**src/hdl/sbc_cfg.svh**
```systemverilog
// Register offsets, field positions, reset values and command codes.
`ifndef SBC_CFG_SVH
`define SBC_CFG_SVH

`define SBC_ADDR_W          12
`define SBC_OFS_CTL         12'h000
`define SBC_OFS_STATUS      12'h004

`define SBC_CTL_TPC_LSB     0
`define SBC_CTL_RCD_LSB     2
`define SBC_CTL_TRWL_LSB    4
`define SBC_CTL_TRAS_LSB    6
`define SBC_CTL_BANKACT_BIT 9
`define SBC_CTL_SELFR_BIT   10
`define SBC_CTL_RFEN_BIT    11
`define SBC_CTL_CASLAT_LSB  12
`define SBC_CTL_BANK4_BIT   14
`define SBC_CTL_MASK        16'h7fff
`define SBC_CTL_RESET       16'h1000

`define SBC_STAT_OPEN_LSB   16
`define SBC_STAT_PEND_BIT   20
`define SBC_STAT_CKE_BIT    21

`define SBC_CMD_DESEL       4'hf
`define SBC_CMD_NOP         4'h7
`define SBC_CMD_ACT         4'h3
`define SBC_CMD_READ        4'h5
`define SBC_CMD_WRITE       4'h4
`define SBC_CMD_PRE         4'h2
`define SBC_CMD_REF         4'h1

`define SBC_AP_BIT          10

`endif

```
**src/hdl/sbc_pkg.sv**
```systemverilog
// Types shared by the memory command sequencer.
package sbc_pkg;

    typedef enum logic [14:0] {
        ST_IDLE   = 15'h0001,
        ST_PRE    = 15'h0002,
        ST_PWAIT  = 15'h0004,
        ST_ACT    = 15'h0008,
        ST_RCDW   = 15'h0010,
        ST_NOP    = 15'h0020,
        ST_CMD    = 15'h0040,
        ST_RDW    = 15'h0080,
        ST_RECOV  = 15'h0100,
        ST_PCWAIT = 15'h0200,
        ST_RFPALL = 15'h0400,
        ST_RFPW   = 15'h0800,
        ST_RFREF  = 15'h1000,
        ST_RFWAIT = 15'h2000,
        ST_SELF   = 15'h4000
    } sbc_state_t;

    typedef enum logic [1:0] {
        PUR_AUTO = 2'h0,
        PUR_SELF = 2'h1,
        PUR_REL  = 2'h2
    } sbc_purpose_t;

    typedef struct packed {
        logic        write;
        logic [1:0]  bank;
        logic [12:0] row;
        logic [9:0]  col;
        logic [31:0] wdata;
        logic [3:0]  mask;
    } sbc_req_t;

    typedef struct packed {
        logic        cke;
        logic [3:0]  cmd;
        logic [12:0] addr;
        logic [1:0]  ba;
        logic [3:0]  dqm;
        logic [31:0] dqOut;
        logic        dqOeN;
    } sbc_pins_t;

endpackage : sbc_pkg

```
**src/hdl/sbc_delay_timer.sv**
```systemverilog
// Down counter that times the wait states of the sequencer.
`timescale 1ns/10ps
module sbc_delay_timer (
    input  wire logic       sys_clk,  // System clock.
    input  wire logic       rst,      // Asynchronous reset, active high.
    input  wire logic       load,     // Load a new count.
    input  wire logic [3:0] loadVal,  // Cycles to wait minus one.
    output logic            expired   // Count has reached zero.
);

    logic [3:0] cnt_ff;

    always_ff @(posedge sys_clk or posedge rst) begin
        if (rst) begin
            cnt_ff <= 4'h0;
        end else if (load) begin
            cnt_ff <= loadVal;
        end else if (cnt_ff != 4'h0) begin
            cnt_ff <= cnt_ff - 4'h1;
        end
    end

    assign expired = (cnt_ff == 4'h0);

endmodule : sbc_delay_timer

```
**src/hdl/sbc_open_row_table.sv**
```systemverilog
// Open row record, one entry per internal memory bank.
`timescale 1ns/10ps
module sbc_open_row_table (
    input  wire logic        sys_clk,  // System clock.
    input  wire logic        rst,      // Asynchronous reset, active high.
    input  wire logic        setEn,    // Record row as open in bank.
    input  wire logic        clrEn,    // Mark bank closed.
    input  wire logic        clrAll,   // Mark every bank closed.
    input  wire logic [1:0]  bank,     // Addressed bank.
    input  wire logic [12:0] row,      // Addressed row.
    output logic             isOpen,   // Addressed bank has a row open.
    output logic             hit,      // Open row equals addressed row.
    output logic [3:0]       openMask  // Open flag of each bank.
);

    logic [12:0] rowFf [4];

    for (genvar b = 0; b < 4; b++) begin : g_bank
        always_ff @(posedge sys_clk or posedge rst) begin
            if (rst) begin
                openMask[b] <= 1'b0;
                rowFf[b]    <= 13'h0000;
            end else if (clrAll || (clrEn && bank == 2'(b))) begin
                openMask[b] <= 1'b0;
            end else if (setEn && bank == 2'(b)) begin
                openMask[b] <= 1'b1;
                rowFf[b]    <= row;
            end
        end
    end

    assign isOpen = openMask[bank];
    assign hit    = openMask[bank] && (rowFf[bank] == row);

endmodule : sbc_open_row_table

```
**src/hdl/sbc_sdram_ctrl.sv**
```systemverilog
// Synchronous memory command sequencer with APB control registers.
//
// Design decisions made here: the register addresses and register access over APB.
`timescale 1ns/10ps
`include "sbc_cfg.svh"

module sbc_sdram_ctrl
    import sbc_pkg::*;
(
    input  wire logic        sys_clk,     // System clock, 25 MHz.
    input  wire logic        rst,         // Asynchronous reset, active high.
    input  wire logic        psel,        // APB select.
    input  wire logic        penable,     // APB access phase.
    input  wire logic        pwrite,      // APB write.
    input  wire logic [11:0] paddr,       // APB byte address.
    input  wire logic [31:0] pwdata,      // APB write data.
    input  wire logic [3:0]  pstrb,       // APB byte strobes.
    output logic             pready,      // APB ready.
    output logic [31:0]      prdata,      // APB read data.
    output logic             pslverr,     // APB error, unmapped address.
    input  wire logic        reqValid,    // Memory access request.
    input  wire sbc_req_t    reqIn,       // Request fields.
    output logic             reqReady,    // Request taken this cycle.
    output logic             rspValid,    // Access finished, one pulse.
    output logic [31:0]      rspData,     // Read data.
    input  wire logic        refReq,      // Refresh request pulse.
    input  wire logic        busRelease,  // Bus handed to another master.
    output sbc_pins_t        pins,        // Memory pins.
    input  wire logic [31:0] dqIn         // Memory data bus input.
);

    sbc_state_t   state_ff;
    sbc_state_t   nxtState;
    sbc_purpose_t purpose_ff;
    sbc_purpose_t nxtPurpose;
    sbc_req_t     reqFf;
    sbc_req_t     curReq;
    sbc_pins_t    pins_ff;
    sbc_pins_t    nxtPins;
    logic [15:0]  ctl_ff;
    logic [31:0]  prdata_ff;
    logic         pendFf;
    logic         apFf;
    logic         curAp;
    logic         accept;
    logic         rspValid_ff;
    logic [31:0]  rspData_ff;
    logic         tLoad;
    logic [3:0]   tVal;
    logic         tDone;
    logic [1:0]   effBank;
    logic         rowOpen;
    logic         rowHit;
    logic [3:0]   openMask;
    logic         tblSet;
    logic         tblClr;
    logic         tblClrAll;
    logic [1:0]   fTpc;
    logic [1:0]   fRcd;
    logic [1:0]   fTrwl;
    logic [2:0]   fTras;
    logic [1:0]   fCas;
    logic         bankAct;
    logic         refresh_mode_bit;
    logic         rEn;
    logic         bank4;
    logic         selfWanted;
    logic         apbWr;

    assign fTpc    = ctl_ff[`SBC_CTL_TPC_LSB +: 2];
    assign fRcd    = ctl_ff[`SBC_CTL_RCD_LSB +: 2];
    assign fTrwl   = ctl_ff[`SBC_CTL_TRWL_LSB +: 2];
    assign fTras   = ctl_ff[`SBC_CTL_TRAS_LSB +: 3];
    assign fCas    = ctl_ff[`SBC_CTL_CASLAT_LSB +: 2];
    assign bankAct = ctl_ff[`SBC_CTL_BANKACT_BIT];
    assign refresh_mode_bit   = ctl_ff[`SBC_CTL_SELFR_BIT];
    assign rEn     = ctl_ff[`SBC_CTL_RFEN_BIT];
    assign bank4   = ctl_ff[`SBC_CTL_BANK4_BIT];

    assign selfWanted = refresh_mode_bit && rEn;

    // The register bus answers without wait states.
    assign pready  = 1'b1;
    assign pslverr = psel && penable && (paddr != `SBC_OFS_CTL)
                     && (paddr != `SBC_OFS_STATUS);
    assign prdata  = prdata_ff;
    assign apbWr   = psel && penable && pwrite && (paddr == `SBC_OFS_CTL);

    always_ff @(posedge sys_clk or posedge rst) begin
        if (rst) begin
            ctl_ff <= `SBC_CTL_RESET;
        end else if (apbWr) begin
            if (pstrb[0]) begin
                ctl_ff[7:0] <= pwdata[7:0];
            end
            if (pstrb[1]) begin
                ctl_ff[15:8] <= pwdata[15:8] & 8'(`SBC_CTL_MASK >> 8);
            end
        end
    end

    // Read data is sampled in the setup phase and held for the access phase.
    always_ff @(posedge sys_clk or posedge rst) begin
        if (rst) begin
            prdata_ff <= 32'h0000_0000;
        end else if (psel && !penable) begin
            prdata_ff <= 32'h0000_0000;
            if (paddr == `SBC_OFS_CTL) begin
                prdata_ff <= {16'h0000, ctl_ff};
            end else if (paddr == `SBC_OFS_STATUS) begin
                prdata_ff[14:0] <= state_ff;
                prdata_ff[`SBC_STAT_OPEN_LSB +: 4] <= openMask;
                prdata_ff[`SBC_STAT_PEND_BIT] <= pendFf;
                prdata_ff[`SBC_STAT_CKE_BIT] <= pins_ff.cke;
            end
        end
    end

    // A new refresh request wins over the clear in the same cycle.
    always_ff @(posedge sys_clk or posedge rst) begin
        if (rst) begin
            pendFf <= 1'b0;
        end else if (refReq) begin
            pendFf <= 1'b1;
        end else if (nxtState == ST_RFREF || state_ff == ST_SELF || !rEn) begin
            pendFf <= 1'b0;
        end
    end

    assign curReq  = (state_ff == ST_IDLE) ? reqIn : reqFf;
    assign curAp   = (state_ff == ST_IDLE) ? !bankAct : apFf;
    assign effBank = bank4 ? curReq.bank : {1'b0, curReq.bank[0]};

    // Open rows change only on this block's own commands, so cycles to
    // other address spaces never disturb them.
    assign tblSet    = (nxtState == ST_ACT) && !curAp;
    assign tblClr    = (nxtState == ST_PRE);
    assign tblClrAll = (nxtState == ST_RFPALL);

    sbc_open_row_table u_rows (
        .sys_clk  (sys_clk),
        .rst      (rst),
        .setEn    (tblSet),
        .clrEn    (tblClr),
        .clrAll   (tblClrAll),
        .bank     (effBank),
        .row      (curReq.row),
        .isOpen   (rowOpen),
        .hit      (rowHit),
        .openMask (openMask)
    );

    sbc_delay_timer u_timer (
        .sys_clk (sys_clk),
        .rst     (rst),
        .load    (tLoad),
        .loadVal (tVal),
        .expired (tDone)
    );

    always_comb begin
        nxtState   = state_ff;
        nxtPurpose = purpose_ff;
        tLoad      = 1'b0;
        tVal       = 4'h0;
        accept     = 1'b0;
        case (state_ff)
            ST_IDLE: begin
                // Refresh is only started between bus cycles with the bus held.
                if (busRelease) begin
                    if (openMask != 4'h0) begin
                        nxtState   = ST_RFPALL;
                        nxtPurpose = PUR_REL;
                    end
                end else if (selfWanted) begin
                    nxtState   = ST_RFPALL;
                    nxtPurpose = PUR_SELF;
                end else if (pendFf && rEn) begin
                    nxtState   = ST_RFPALL;
                    nxtPurpose = PUR_AUTO;
                end else if (!bankAct && openMask != 4'h0) begin
                    nxtState   = ST_RFPALL;
                    nxtPurpose = PUR_REL;
                end else if (reqValid) begin
                    accept = 1'b1;
                    if (!bankAct || !rowOpen) begin
                        nxtState = ST_ACT;
                    end else if (rowHit) begin
                        if (!reqIn.write && fCas < 2'h2) begin
                            nxtState = ST_NOP;
                        end else begin
                            nxtState = ST_CMD;
                        end
                    end else begin
                        nxtState = ST_PRE;
                    end
                end
            end
            ST_PRE: begin
                nxtState = ST_PWAIT;
                tLoad    = 1'b1;
                tVal     = {2'h0, fTpc};
            end
            ST_PWAIT: begin
                if (tDone) begin
                    nxtState = ST_ACT;
                end
            end
            ST_ACT: begin
                if (fRcd == 2'h0) begin
                    nxtState = ST_CMD;
                end else begin
                    nxtState = ST_RCDW;
                    tLoad    = 1'b1;
                    tVal     = {2'h0, fRcd - 2'h1};
                end
            end
            ST_RCDW: begin
                if (tDone) begin
                    nxtState = ST_CMD;
                end
            end
            ST_NOP: begin
                nxtState = ST_CMD;
            end
            ST_CMD: begin
                if (!reqFf.write) begin
                    nxtState = ST_RDW;
                    tLoad    = 1'b1;
                    tVal     = {2'h0, (fCas == 2'h0) ? 2'h0 : fCas - 2'h1};
                end else if (apFf) begin
                    nxtState = ST_RECOV;
                    tLoad    = 1'b1;
                    tVal     = {2'h0, fTrwl};
                end else begin
                    nxtState = ST_IDLE;
                end
            end
            ST_RDW: begin
                if (tDone) begin
                    if (apFf) begin
                        nxtState = ST_PCWAIT;
                        tLoad    = 1'b1;
                        tVal     = {2'h0, fTpc};
                    end else begin
                        nxtState = ST_IDLE;
                    end
                end
            end
            ST_RECOV: begin
                if (tDone) begin
                    nxtState = ST_PCWAIT;
                    tLoad    = 1'b1;
                    tVal     = {2'h0, fTpc};
                end
            end
            ST_PCWAIT: begin
                if (tDone) begin
                    nxtState = ST_IDLE;
                end
            end
            ST_RFPALL: begin
                nxtState = ST_RFPW;
                tLoad    = 1'b1;
                tVal     = {2'h0, fTpc};
            end
            ST_RFPW: begin
                if (tDone) begin
                    case (purpose_ff)
                        PUR_AUTO: nxtState = ST_RFREF;
                        PUR_SELF: nxtState = ST_SELF;
                        default:  nxtState = ST_IDLE;
                    endcase
                end
            end
            ST_RFREF: begin
                nxtState = ST_RFWAIT;
                tLoad    = 1'b1;
                tVal     = {1'b0, fTras} + {2'h0, fTpc} + 4'h1;
            end
            ST_RFWAIT: begin
                if (tDone) begin
                    nxtState = ST_IDLE;
                end
            end
            ST_SELF: begin
                if (!selfWanted) begin
                    nxtState = ST_RFWAIT;
                    tLoad    = 1'b1;
                    tVal     = {2'h0, fTpc};
                end
            end
            default: begin
                nxtState = ST_IDLE;
            end
        endcase
    end

    assign reqReady = accept;

    always_ff @(posedge sys_clk or posedge rst) begin
        if (rst) begin
            state_ff   <= ST_IDLE;
            purpose_ff <= PUR_AUTO;
        end else begin
            state_ff   <= nxtState;
            purpose_ff <= nxtPurpose;
        end
    end

    always_ff @(posedge sys_clk or posedge rst) begin
        if (rst) begin
            reqFf <= '0;
            apFf  <= 1'b0;
        end else if (accept) begin
            reqFf <= reqIn;
            apFf  <= !bankAct;
        end
    end

    // Pin values are decoded from the coming state and registered.
    always_comb begin
        nxtPins       = '0;
        nxtPins.cke   = 1'b1;
        nxtPins.cmd   = `SBC_CMD_NOP;
        nxtPins.ba    = effBank;
        nxtPins.dqm   = 4'hf;
        nxtPins.dqOeN = 1'b1;
        case (nxtState)
            ST_ACT: begin
                nxtPins.dqm  = ~curReq.mask;
                nxtPins.cmd  = `SBC_CMD_ACT;
                nxtPins.addr = curReq.row;
            end
            ST_PRE: begin
                nxtPins.cmd = `SBC_CMD_PRE;
            end
            ST_RFPALL: begin
                nxtPins.cmd = `SBC_CMD_PRE;
                nxtPins.addr[`SBC_AP_BIT] = 1'b1;
            end
            ST_RCDW, ST_NOP: begin
                nxtPins.dqm = ~curReq.mask;
            end
            ST_CMD: begin
                nxtPins.cmd  = curReq.write ? `SBC_CMD_WRITE : `SBC_CMD_READ;
                nxtPins.addr = {2'h0, curAp, curReq.col};
                nxtPins.dqm  = ~curReq.mask;
                if (curReq.write) begin
                    nxtPins.dqOut = curReq.wdata;
                    nxtPins.dqOeN = 1'b0;
                end
            end
            ST_RFREF: begin
                nxtPins.cmd = `SBC_CMD_REF;
            end
            ST_SELF: begin
                nxtPins.cke = 1'b0;
                nxtPins.cmd = pins_ff.cke ? `SBC_CMD_REF : `SBC_CMD_DESEL;
            end
            default: begin
                nxtPins.cmd = `SBC_CMD_NOP;
            end
        endcase
    end

    always_ff @(posedge sys_clk or posedge rst) begin
        if (rst) begin
            pins_ff       <= '0;
            pins_ff.cke   <= 1'b1;
            pins_ff.cmd   <= `SBC_CMD_DESEL;
            pins_ff.dqm   <= 4'hf;
            pins_ff.dqOeN <= 1'b1;
        end else begin
            pins_ff <= nxtPins;
        end
    end

    assign pins = pins_ff;

    // A write finishes when its command is on the pins; a read when its
    // data is sampled at the end of the latency wait.
    always_ff @(posedge sys_clk or posedge rst) begin
        if (rst) begin
            rspValid_ff <= 1'b0;
            rspData_ff  <= 32'h0000_0000;
        end else begin
            rspValid_ff <= 1'b0;
            if (state_ff == ST_CMD && reqFf.write) begin
                rspValid_ff <= 1'b1;
            end else if (state_ff == ST_RDW && tDone) begin
                rspValid_ff <= 1'b1;
                rspData_ff  <= dqIn;
            end
        end
    end

    assign rspValid = rspValid_ff;
    assign rspData  = rspData_ff;

endmodule : sbc_sdram_ctrl

```
**config.mk**
```make
export PLATFORM = sky130hd
export DESIGN_NAME = sbc_sdram_ctrl
export DESIGN_NICKNAME = d
export VERILOG_FILES = /design/src/hdl/sbc_pkg.sv /design/src/hdl/sbc_delay_timer.sv /design/src/hdl/sbc_open_row_table.sv /design/src/hdl/sbc_sdram_ctrl.sv
export VERILOG_INCLUDE_DIRS = /design/src /design/src/hdl
export SDC_FILE = /design/constraint.sdc
export NUM_CORES = 1
export LEC_CHECK = 0
export BUFFER_PORTS_ARGS = -buffer_cell sky130_fd_sc_hd__buf_2
export CORE_MARGIN = 2
export CORE_UTILIZATION = 36
export CTS_CLUSTER_DIAMETER = 60
export DETAILED_ROUTE_END_ITERATION = 10
export HOLD_SLACK_MARGIN = 0.08
export PLACE_DENSITY = 0.59
export SYNTH_ARGS = -nofsm -noshare
export SYNTH_HDL_FRONTEND = slang
export SYNTH_SLANG_ARGS = --single-unit
```
**constraint.sdc**
```tcl
create_clock -name sys_clk -period 9.7 [get_ports sys_clk]
set_clock_uncertainty 0.1 [all_clocks]
set_input_delay 0.97 -clock sys_clk [delete_from_list [all_inputs] [get_ports sys_clk]]
set_output_delay 0.97 -clock sys_clk [all_outputs]
set_load 0.005 [all_outputs]
```
==> results.json, run 1 <==
{
  "finalWorstPathRequiredPeriod_ns": 5.32,
  "design.die.area_um2": 34400,
  "critPathMaxFanout": 70,
  "postSynthCellCount": 1177,
  "design.final.nets": 1565,
  "final_common_cell": "sky130_fd_sc_hd__nand2_1",
  "timing_worst_slew_pin_value_ns": 1.03,
  "endpoint_kind": "register",
  "post_synth_edffs": 0,
  "synth_top_family_by_area": "simple AND/OR/NAND/NOR gates",
  "timing.critical_path.max_delay_family": "simple AND/OR/NAND/NOR gates",
  "vias": 9262,
  "maxCapViolCount": 0,
  "setup_total_negative_slack_ns": 0,
  "clkLatencyLatePin_ns": 0.52,
  "worst_hold_check_slack_ns": 0.365,
  "hold_path_class": "register to register",
  "post-route-worst-setup-slack_ns": 4.38,
  "place_ws_ns": 4.28,
  "final_wirelength_um": 30900,
  "numPlacedInstances": 1816,
  "status": "finished clean",
  "detail_route.iter0.violations": 458,
  "cp_cell_sequence": "nor4b_1, nand4_4, buf_4, o21a_4, inv_2, mux2i_1, mux2i_1, and2_1, o22a_1, inv_2, nand3_1, o21ai_0",
  "globalRouteOverflowTotal": 0,
  "number_of_antenna_violations_at_the_first_check_in_global_routing": 2,
  "final-instance-count-excl-fill": 1880,
  "synth_simple_gate_area_share": 0.175,
  "required_time_at_the_endpoint_of_the_critical_path_ns": 10.00,
  "cts_buffers": 35,
  "place_congestion": 0.846,
  "pin_count": 275,
  "ys_warn_count": 0,
  "vdd_drop_max_v": 0.000241,
  "share_of_cell_area_taken_by_muxes_after_synthesis": 0.101,
  "critical_path.max_stage_delay_ns": 0.75,
  "cts_tree": "built",
  "root_buffer": "sky130_fd_sc_hd__clkbuf_16",
  "grt_setup_unrepaired": "no",
  "chipWidth_um": 186,
  "first_pass_iters": 6,
  "synth-async-reset-ratio": 1.00,
  "cp-start-kind": "register",
  "num_rows": 66,
  "post-cts-setup-buffers": 0,
  "final-max-slew-violation-count": 0,
  "power_mw": 4.17,
  "drc": 0,
  "cts.sinks": 267,
  "timing.final.hold_violations": 0,
  "post_cts_resized": 0,
  "die_y_um": 186,
  "setup_viol_count_final": 0,
  "cellLeakagePower_nw": 7.54,
  "synthesis.area_um2": 11900,
  "routed_via_density": 4.93,
  "area_growth_pct": 22.8,
  "grtUsageTotal": 0.181,
  "holdBufCountCts": 0,
  "adder_cell_share_of_the_synthesized_area": 0.00485,
  "power_per_cell_area_nw_per_um2": 286,
  "maximum_number_of_pins_on_one_net_before_global_route_repair": 119,
  "synth-seq-area-share": 0.564,
  "worst_path_max_delay_cell": "sky130_fd_sc_hd__nand3_1",
  "postSynthAreaPerCell_um2": 10.1,
  "ys_seq_elements": 267,
  "cp_num_buf_inv": 3,
  "place.port_buffers": 243,
  "critPathArrivalTime_ns": 5.63,
  "synth_compound_gate_area_share": 0.102,
  "detail-route-antenna-nets": 0,
  "hpwlAfterDp_um": 20500,
  "post_route_cells_drive_above_1_share": 0.271,
  "setup.worst_path.class": "register to register",
  "mostFrequentLayoutCells": "356 x sky130_fd_sc_hd__nand2_1, 255 x sky130_fd_sc_hd__dfrtp_1, 243 x sky130_fd_sc_hd__buf_2",
  "dominantRegCellSynth": "sky130_fd_sc_hd__dfrtp_1",
  "yosysUniqueCellTypes": 67,
  "core_um2": 32500,
  "clock_path_buffers": 3,
  "finalCritPeriodShare": 0.549,
  "clk_pin_slew_ns": 0.06,
  "initial_core_util": 0.365,
  "routed_wire_length_per_instance_um": 16.4,
  "h_tree_levels": 2,
  "xor_xnor_share_of_the_synthesized_area": 0.0184,
  "number_of_global_route_vias_before_repair": 9289,
  "grt_pass1_wl_um": 49200,
  "slew_headroom": 0.313,
  "timing.fmax_mhz": 188
}
==> flip-flops by register name (all words and copies together), names as in the netlist, 2 cells and up <==
| signal | flops |
|---|---|
| prdata | 21 |
| purpose_ff | 2 |
| state_ff | 15 |
| ctl_ff | 15 |
| u_rows.rowFf | 52 |
| pins | 57 |
| u_timer.cnt_ff | 4 |
| rspData | 32 |
| reqFf | 62 |
| u_rows.openMask | 4 |
==> per-stage QoR <==
stage | utilization | instance area, um^2
detailed placement | 0.414 | 13500
global placement | 0.414 | 13500
floorplan | - | 11900
global route | 0.448 | 14600
finish | 0.448 | 14600
CTS | 0.448 | 14600
==> worst min-delay path, delay by kind of cell, from the launching register on <==
kind | cells | cell delay [ns]
flops | 1 | 0.34
simple gates | 2 | 0.10
==> metal layers <==
metal / part of all wire / global-route usage
met3: 0.065 / 0.0425
met2: 0.48 / 0.296
met5: 0 / 0
met4: 0.020 / 0.0573
met1: 0.43 / 0.238
==> path summary, 6_finish.rpt <==
kind                              from               end  slack, ns  depth (start not counted)
hold / removal               reqFf[56]         reqFf[56]       0.37                          2
setup reg to reg           state_ff[0]  u_rows.rowFf[20]       4.38                         12
setup / recovery           state_ff[0]  u_rows.rowFf[20]       4.38                         12
max in group asynchronous          rst       rspData[24]       7.47                          3
hold reg to reg              reqFf[56]         reqFf[56]       0.37                          2
min in group asynchronous          rst          pins[31]       0.52                          2
==> report_power, final <==
part | total, mW | leakage, nW | switching [mW] | internal, mW
Combinational | 1.46 | 3.43 | 0.945 | 0.513
Sequential | 1.49 | 3.55 | 0.133 | 1.36
Clock | 1.23 | 0.550 | 0.492 | 0.734
Total | 4.17 | 7.54 | 1.57 | 2.61
==> logic make-up (layout without fill, tap and decap cells) <==
group / Yosys count / in the layout
compound gates: 197 / 197
xor+xnor: 25 / 25
fa+ha+maj: 4 / 4
buf+inv: 88 / 337
flops: 267 / 267
mux: 114 / 114
other cells: 2 / 14
simple gates: 480 / 480
==> Yosys cell counts (3+ instances only) <==
master                     count  area [um^2]
sky130_fd_sc_hd__o22ai_1      12         75.1
sky130_fd_sc_hd__inv_1        19         71.3
sky130_fd_sc_hd__clkbuf_1     46          173
sky130_fd_sc_hd__ha_1          3         37.5
sky130_fd_sc_hd__a21oi_1      51          255
sky130_fd_sc_hd__o21ai_0      69          345
sky130_fd_sc_hd__nor4_1       13         81.3
sky130_fd_sc_hd__nor2_1       33          124
sky130_fd_sc_hd__nand4_1       4         25.0
sky130_fd_sc_hd__and3_1        7         43.8
sky130_fd_sc_hd__a22o_1        6         52.6
sky130_fd_sc_hd__dfrtp_1     255         6380
sky130_fd_sc_hd__o21bai_1      3         22.5
sky130_fd_sc_hd__nand3b_1      4         30.0
sky130_fd_sc_hd__a21o_1        9         67.6
sky130_fd_sc_hd__mux2_2       48          541
sky130_fd_sc_hd__o31ai_1      16          120
sky130_fd_sc_hd__xor2_1       14          123
sky130_fd_sc_hd__or3_1         4         25.0
sky130_fd_sc_hd__buf_4        12         90.1
sky130_fd_sc_hd__nor3_1       15         75.1
sky130_fd_sc_hd__nor3b_1       3         22.5
sky130_fd_sc_hd__nand2b_1      3         18.8
sky130_fd_sc_hd__buf_2         4         20.0
sky130_fd_sc_hd__nand2_1     356         1340
sky130_fd_sc_hd__dfstp_2      12          315
sky130_fd_sc_hd__o21a_1        5         37.5
sky130_fd_sc_hd__o21ai_1       4         20.0
sky130_fd_sc_hd__nor2b_1       3         18.8
sky130_fd_sc_hd__and2_1        4         25.0
sky130_fd_sc_hd__mux2i_1      66          661
sky130_fd_sc_hd__o211ai_1      3         22.5
sky130_fd_sc_hd__buf_6         3         33.8
sky130_fd_sc_hd__xnor2_1      11         96.3
sky130_fd_sc_hd__a31oi_1       4         25.0
sky130_fd_sc_hd__nand3_1      13         65.1
sky130_fd_sc_hd__nand4b_1      3         26.3
==> layout make-up <==
class                           instances  area, um^2
Multi-Input combinational cell        832        4840
Clock buffer                           48        1010
Inverter                               22        91.3
Tap cell                              442         553
Antenna cell                            2        5.00
Fill cell                            3210       18000
Timing Repair Buffer                  253        1290
Sequential cell                       267        6700
Clock inverter                         14         100
Power figures use the tool's default switching activity.
==> inputs of run 2 (changes only) <==
--- a/config.mk
+++ b/config.mk
@@ -6,6 +6,7 @@
 export SDC_FILE = /design/constraint.sdc
 export NUM_CORES = 1
 export LEC_CHECK = 0
+export ABC_AREA = 1
 export BUFFER_PORTS_ARGS = -buffer_cell sky130_fd_sc_hd__buf_2
 export CORE_MARGIN = 2
 export CORE_UTILIZATION = 36
==> constraint.sdc (replaced) <==
create_clock -name sys_clk -period 5.6 [get_ports sys_clk]
set_clock_uncertainty 0.1 [all_clocks]
set_input_delay 0.56 -clock sys_clk [delete_from_list [all_inputs] [get_ports sys_clk]]
set_output_delay 0.56 -clock sys_clk [all_outputs]
set_load 0.005 [all_outputs]
==> run 2 against run 1 <==
Power grew 42%. Sequential share of layout area shrank 1.8 points. Synthesized cell count grew 23%. First-iteration DRC count grew 42%. Setup slack lost 2.9 ns. Highest routed layer is now met5. Sequential power grew 38%. Cell area grew 4.1%. Via count grew 13%. Combinational power grew 15%.
==> results.json, run 2 <==
{
  "hold_path_class": "input pin to register",
  "reg2reg_setup_slack_ns": 1.49,
  "place.port_buffers": 243,
  "ys_top_cells_by_count": "455 x sky130_fd_sc_hd__nand2_1, 255 x sky130_fd_sc_hd__dfrtp_1, 137 x sky130_fd_sc_hd__o21ai_0",
  "flip_flop_count_of_the_largest_register_all_copies_and_words_added": 62,
  "power.net_switching_mw": 2.12,
  "die_y_um": 191,
  "final-max-slew-violation-count": 0,
  "chipWidth_um": 191,
  "finalWorstPathRequiredPeriod_ns": 4.11,
  "timing.final.hold_violations": 0,
  "grtUsageTotal": 0.188,
  "design.die.area_um2": 36400,
  "timing_worst_slew_pin_value_ns": 1.02,
  "critical_path.reg2reg.endpoint": "pins[35]",
  "worstRegToRegCells": 19,
  "critPathArrivalTime_ns": 4.45,
  "hold_end": "reqFf[27]",
  "switching_share": 0.359,
  "synth.area.top_cells": "sky130_fd_sc_hd__dfrtp_1 51%, sky130_fd_sc_hd__nand2_1 14%, sky130_fd_sc_hd__o21ai_0 5.5%",
  "min-delay-start": "reqIn[27]",
  "critPathMaxFanout": 21,
  "endpoint_kind": "register",
  "gr-usage-met1": 0.255,
  "hold-path-cell-count": 3,
  "yosysUniqueCellTypes": 47,
  "dominantRegCellSynth": "sky130_fd_sc_hd__dfrtp_1",
  "required_time_at_the_endpoint_of_the_critical_path_ns": 5.94,
  "initial_core_util": 0.365,
  "timing.critical_path.max_delay_family": "simple AND/OR/NAND/NOR gates",
  "grt_pass1_wl_um": 54100,
  "clkPwrFrac": 0.369,
  "core_um2": 34500,
  "detail_route.iter0.violations": 649,
  "post_cts_resized": 0,
  "worst_path_max_delay_cell": "sky130_fd_sc_hd__nand2_1",
  "cts_tree": "built",
  "finalCritPeriodShare": 0.734,
  "maximum_number_of_pins_on_one_net_before_global_route_repair": 164,
  "grt_setup_unrepaired": "no",
  "regMostFlops": "reqFf",
  "setup.worst_path.class": "register to register",
  "postSynthCellCount": 1449,
  "share_of_total_power_in_sequential_cells": 0.346,
  "cp_cell_sequence": "nor2_2, nand2_2, nor2_8, nand2_4, nand2_2, nand2_1, nand2_1, nand3_1, nand3_1, nand2_1, nor2_1, nand2_1, nor2_2, nand3_1, nand2_2, buf_4, nor2_1, nand3_1, nand2_1",
  "clock_path_buffers": 3,
  "critical_path.max_stage_delay_ns": 0.61,
  "power_frac_comb": 0.285,
  "cts_buffers": 34,
  "synth-seq-area-share": 0.533,
  "holdBufCountCts": 0,
  "groute.layer.met2.usage": 0.286,
  "setup_total_negative_slack_ns": 0,
  "design.final.nets": 1827,
  "mostFrequentLayoutCells": "454 x sky130_fd_sc_hd__nand2_1, 255 x sky130_fd_sc_hd__dfrtp_1, 243 x sky130_fd_sc_hd__buf_2",
  "detail-route-antenna-nets": 0,
  "cp_common_cell": "sky130_fd_sc_hd__nand2_1",
  "maxCapViolCount": 0,
  "vdd_drop_max_v": 0.000294,
  "setup_viol_count_final": 0,
  "timing.fmax_mhz": 243,
  "vias": 10400,
  "postSynthAreaPerCell_um2": 8.67,
  "first_pass_iters": 8,
  "globalRouteOverflowTotal": 0,
  "area_growth_pct": 20.8,
  "h_tree_levels": 2,
  "drc": 0,
  "post-cts-setup-buffers": 0,
  "clkLatencyLatePin_ns": 0.52,
  "num_rows": 68,
  "status": "finished clean",
  "pin_count": 275,
  "number_of_antenna_violations_at_the_first_check_in_global_routing": 8,
  "number_of_global_route_vias_before_repair": 9963,
  "synthDominantCellAreaShare": 0.508,
  "cts.sinks": 267,
  "power_report.internal_total_mw": 3.79,
  "slew_headroom": 0.321,
  "power_mw": 5.91,
  "ys_seq_elements": 267,
  "cp_num_buf_inv": 1,
  "yosysMostFrequentCell": "sky130_fd_sc_hd__nand2_1",
  "synth-async-reset-ratio": 1.00,
  "global_route.peak_usage_layer": "met2",
  "synthesis.area_um2": 12600,
  "ys_warn_count": 0,
  "rr_startpoint": "state_ff[8]",
  "power_per_cell_area_nw_per_um2": 389,
  "gr-usage-met3": 0.0644,
  "hpwlAfterDp_um": 23400,
  "clk_pin_slew_ns": 0.06,
  "final_wirelength_um": 34400,
  "post_route_cells_drive_above_1_share": 0.258,
  "final_common_cell": "sky130_fd_sc_hd__nand2_1",
  "place_congestion": 0.834,
  "cp-start-kind": "register",
  "routed_wire_length_per_instance_um": 16.0,
  "synth.largest_area_cell": "sky130_fd_sc_hd__dfrtp_1",
  "cellLeakagePower_nw": 7.69,
  "root_buffer": "sky130_fd_sc_hd__clkbuf_16",
  "routed_via_density": 4.84,
  "post_synth_edffs": 0
}
==> run 2: changes by cell type after synthesis, moves of 9 or more <==
cell                       before  now
sky130_fd_sc_hd__a21o_1         9    0
sky130_fd_sc_hd__a21oi_1       51   11
sky130_fd_sc_hd__a21oi_2        0   30
sky130_fd_sc_hd__clkbuf_1      46   35
sky130_fd_sc_hd__inv_1         19  129
sky130_fd_sc_hd__mux2i_1       66    0
sky130_fd_sc_hd__nand2_1      356  455
sky130_fd_sc_hd__nand3_1       13  111
sky130_fd_sc_hd__nor2_1        33   65
sky130_fd_sc_hd__o21ai_0       69  137
sky130_fd_sc_hd__o21ai_2        0    9
sky130_fd_sc_hd__o31ai_1       16    5
sky130_fd_sc_hd__xnor2_1       11    1
sky130_fd_sc_hd__xor2_1        14    2
==> run 2: final cells by class <==
type                       instances  area, um^2
multi-input combinational        979        4970
clock buffer                      48         953
tap                              455         569
sequential                       267        6700
inverter                         140         529
clock inverter                    12         163
antenna                            4        10.0
timing repair buffer             251        1290
fill                            3462       19300
==> run 2: worst max path at each step <==
stage,from,slack (ns),to,depth (start not counted)
after global routing,state_ff[13],1.21,pins[1],19
after floorplan,rst,1.42,apFf,1
after detailed placement,state_ff[8],1.52,pins[52],18
final,state_ff[8],1.49,pins[35],19
after global placement,state_ff[13],1.53,pins[52],18
after CTS,state_ff[11],1.50,pins[52],18
==> run 2: power by group through the flow <==
stage	sequential [mW]	clock [mW]	combinational [mW]
global placement	2.08	0	1.68
finish	2.05	2.18	1.68
global route	2.05	2.32	1.88
detailed placement	2.08	0	1.69
CTS	2.05	2.23	1.69
floorplan	2.08	0	1.29
==> run 2: kinds of logic (layout without fill, tap and decap cells) <==
| kind of cell | Yosys count | in the layout | synth area share |
|---|---|---|---|
| other cells | 2 | 16 | 0.000598 |
| fa+ha+maj | 4 | 4 | 0.00458 |
| compound gates | 229 | 229 | 0.110 |
| simple gates | 687 | 687 | 0.236 |
| buf+inv | 213 | 451 | 0.0750 |
| flops | 267 | 267 | 0.533 |
| mux | 44 | 44 | 0.0394 |
| xor+xnor | 3 | 3 | 0.00209 |
==> run 2: routing by layer <==
metal / share of wire / wire length (um)
met1: 0.45 / 15400
met2: 0.45 / 15300
met3: 0.085 / 2940
met4: 0.020 / 682
met5: 0.0012 / 41
==> run 2: tightest hold or removal path: cells and delay by family <==
kind          cells  cell delay (ns)
buf+inv           1             0.08
simple gates      2             0.08
==> run 2: stage by stage <==
stage / setup WS [ns] / instance area [um^2] / instances / hold slack, ns / utilization
2_1_floorplan: 1.42 / 12600 / 1459 / 0.348 / -
3_3_place_gp: 1.53 / 14000 / 2092 / 0.361 / 0.408
3_5_place_dp: 1.52 / 14000 / 2092 / 0.365 / 0.408
4_1_cts: 1.50 / 15200 / 2152 / 0.125 / 0.440
5_1_grt: 1.21 / 15200 / 2152 / 0.145 / 0.440
6_report: 1.49 / 15200 / 2156 / 0.146 / 0.440
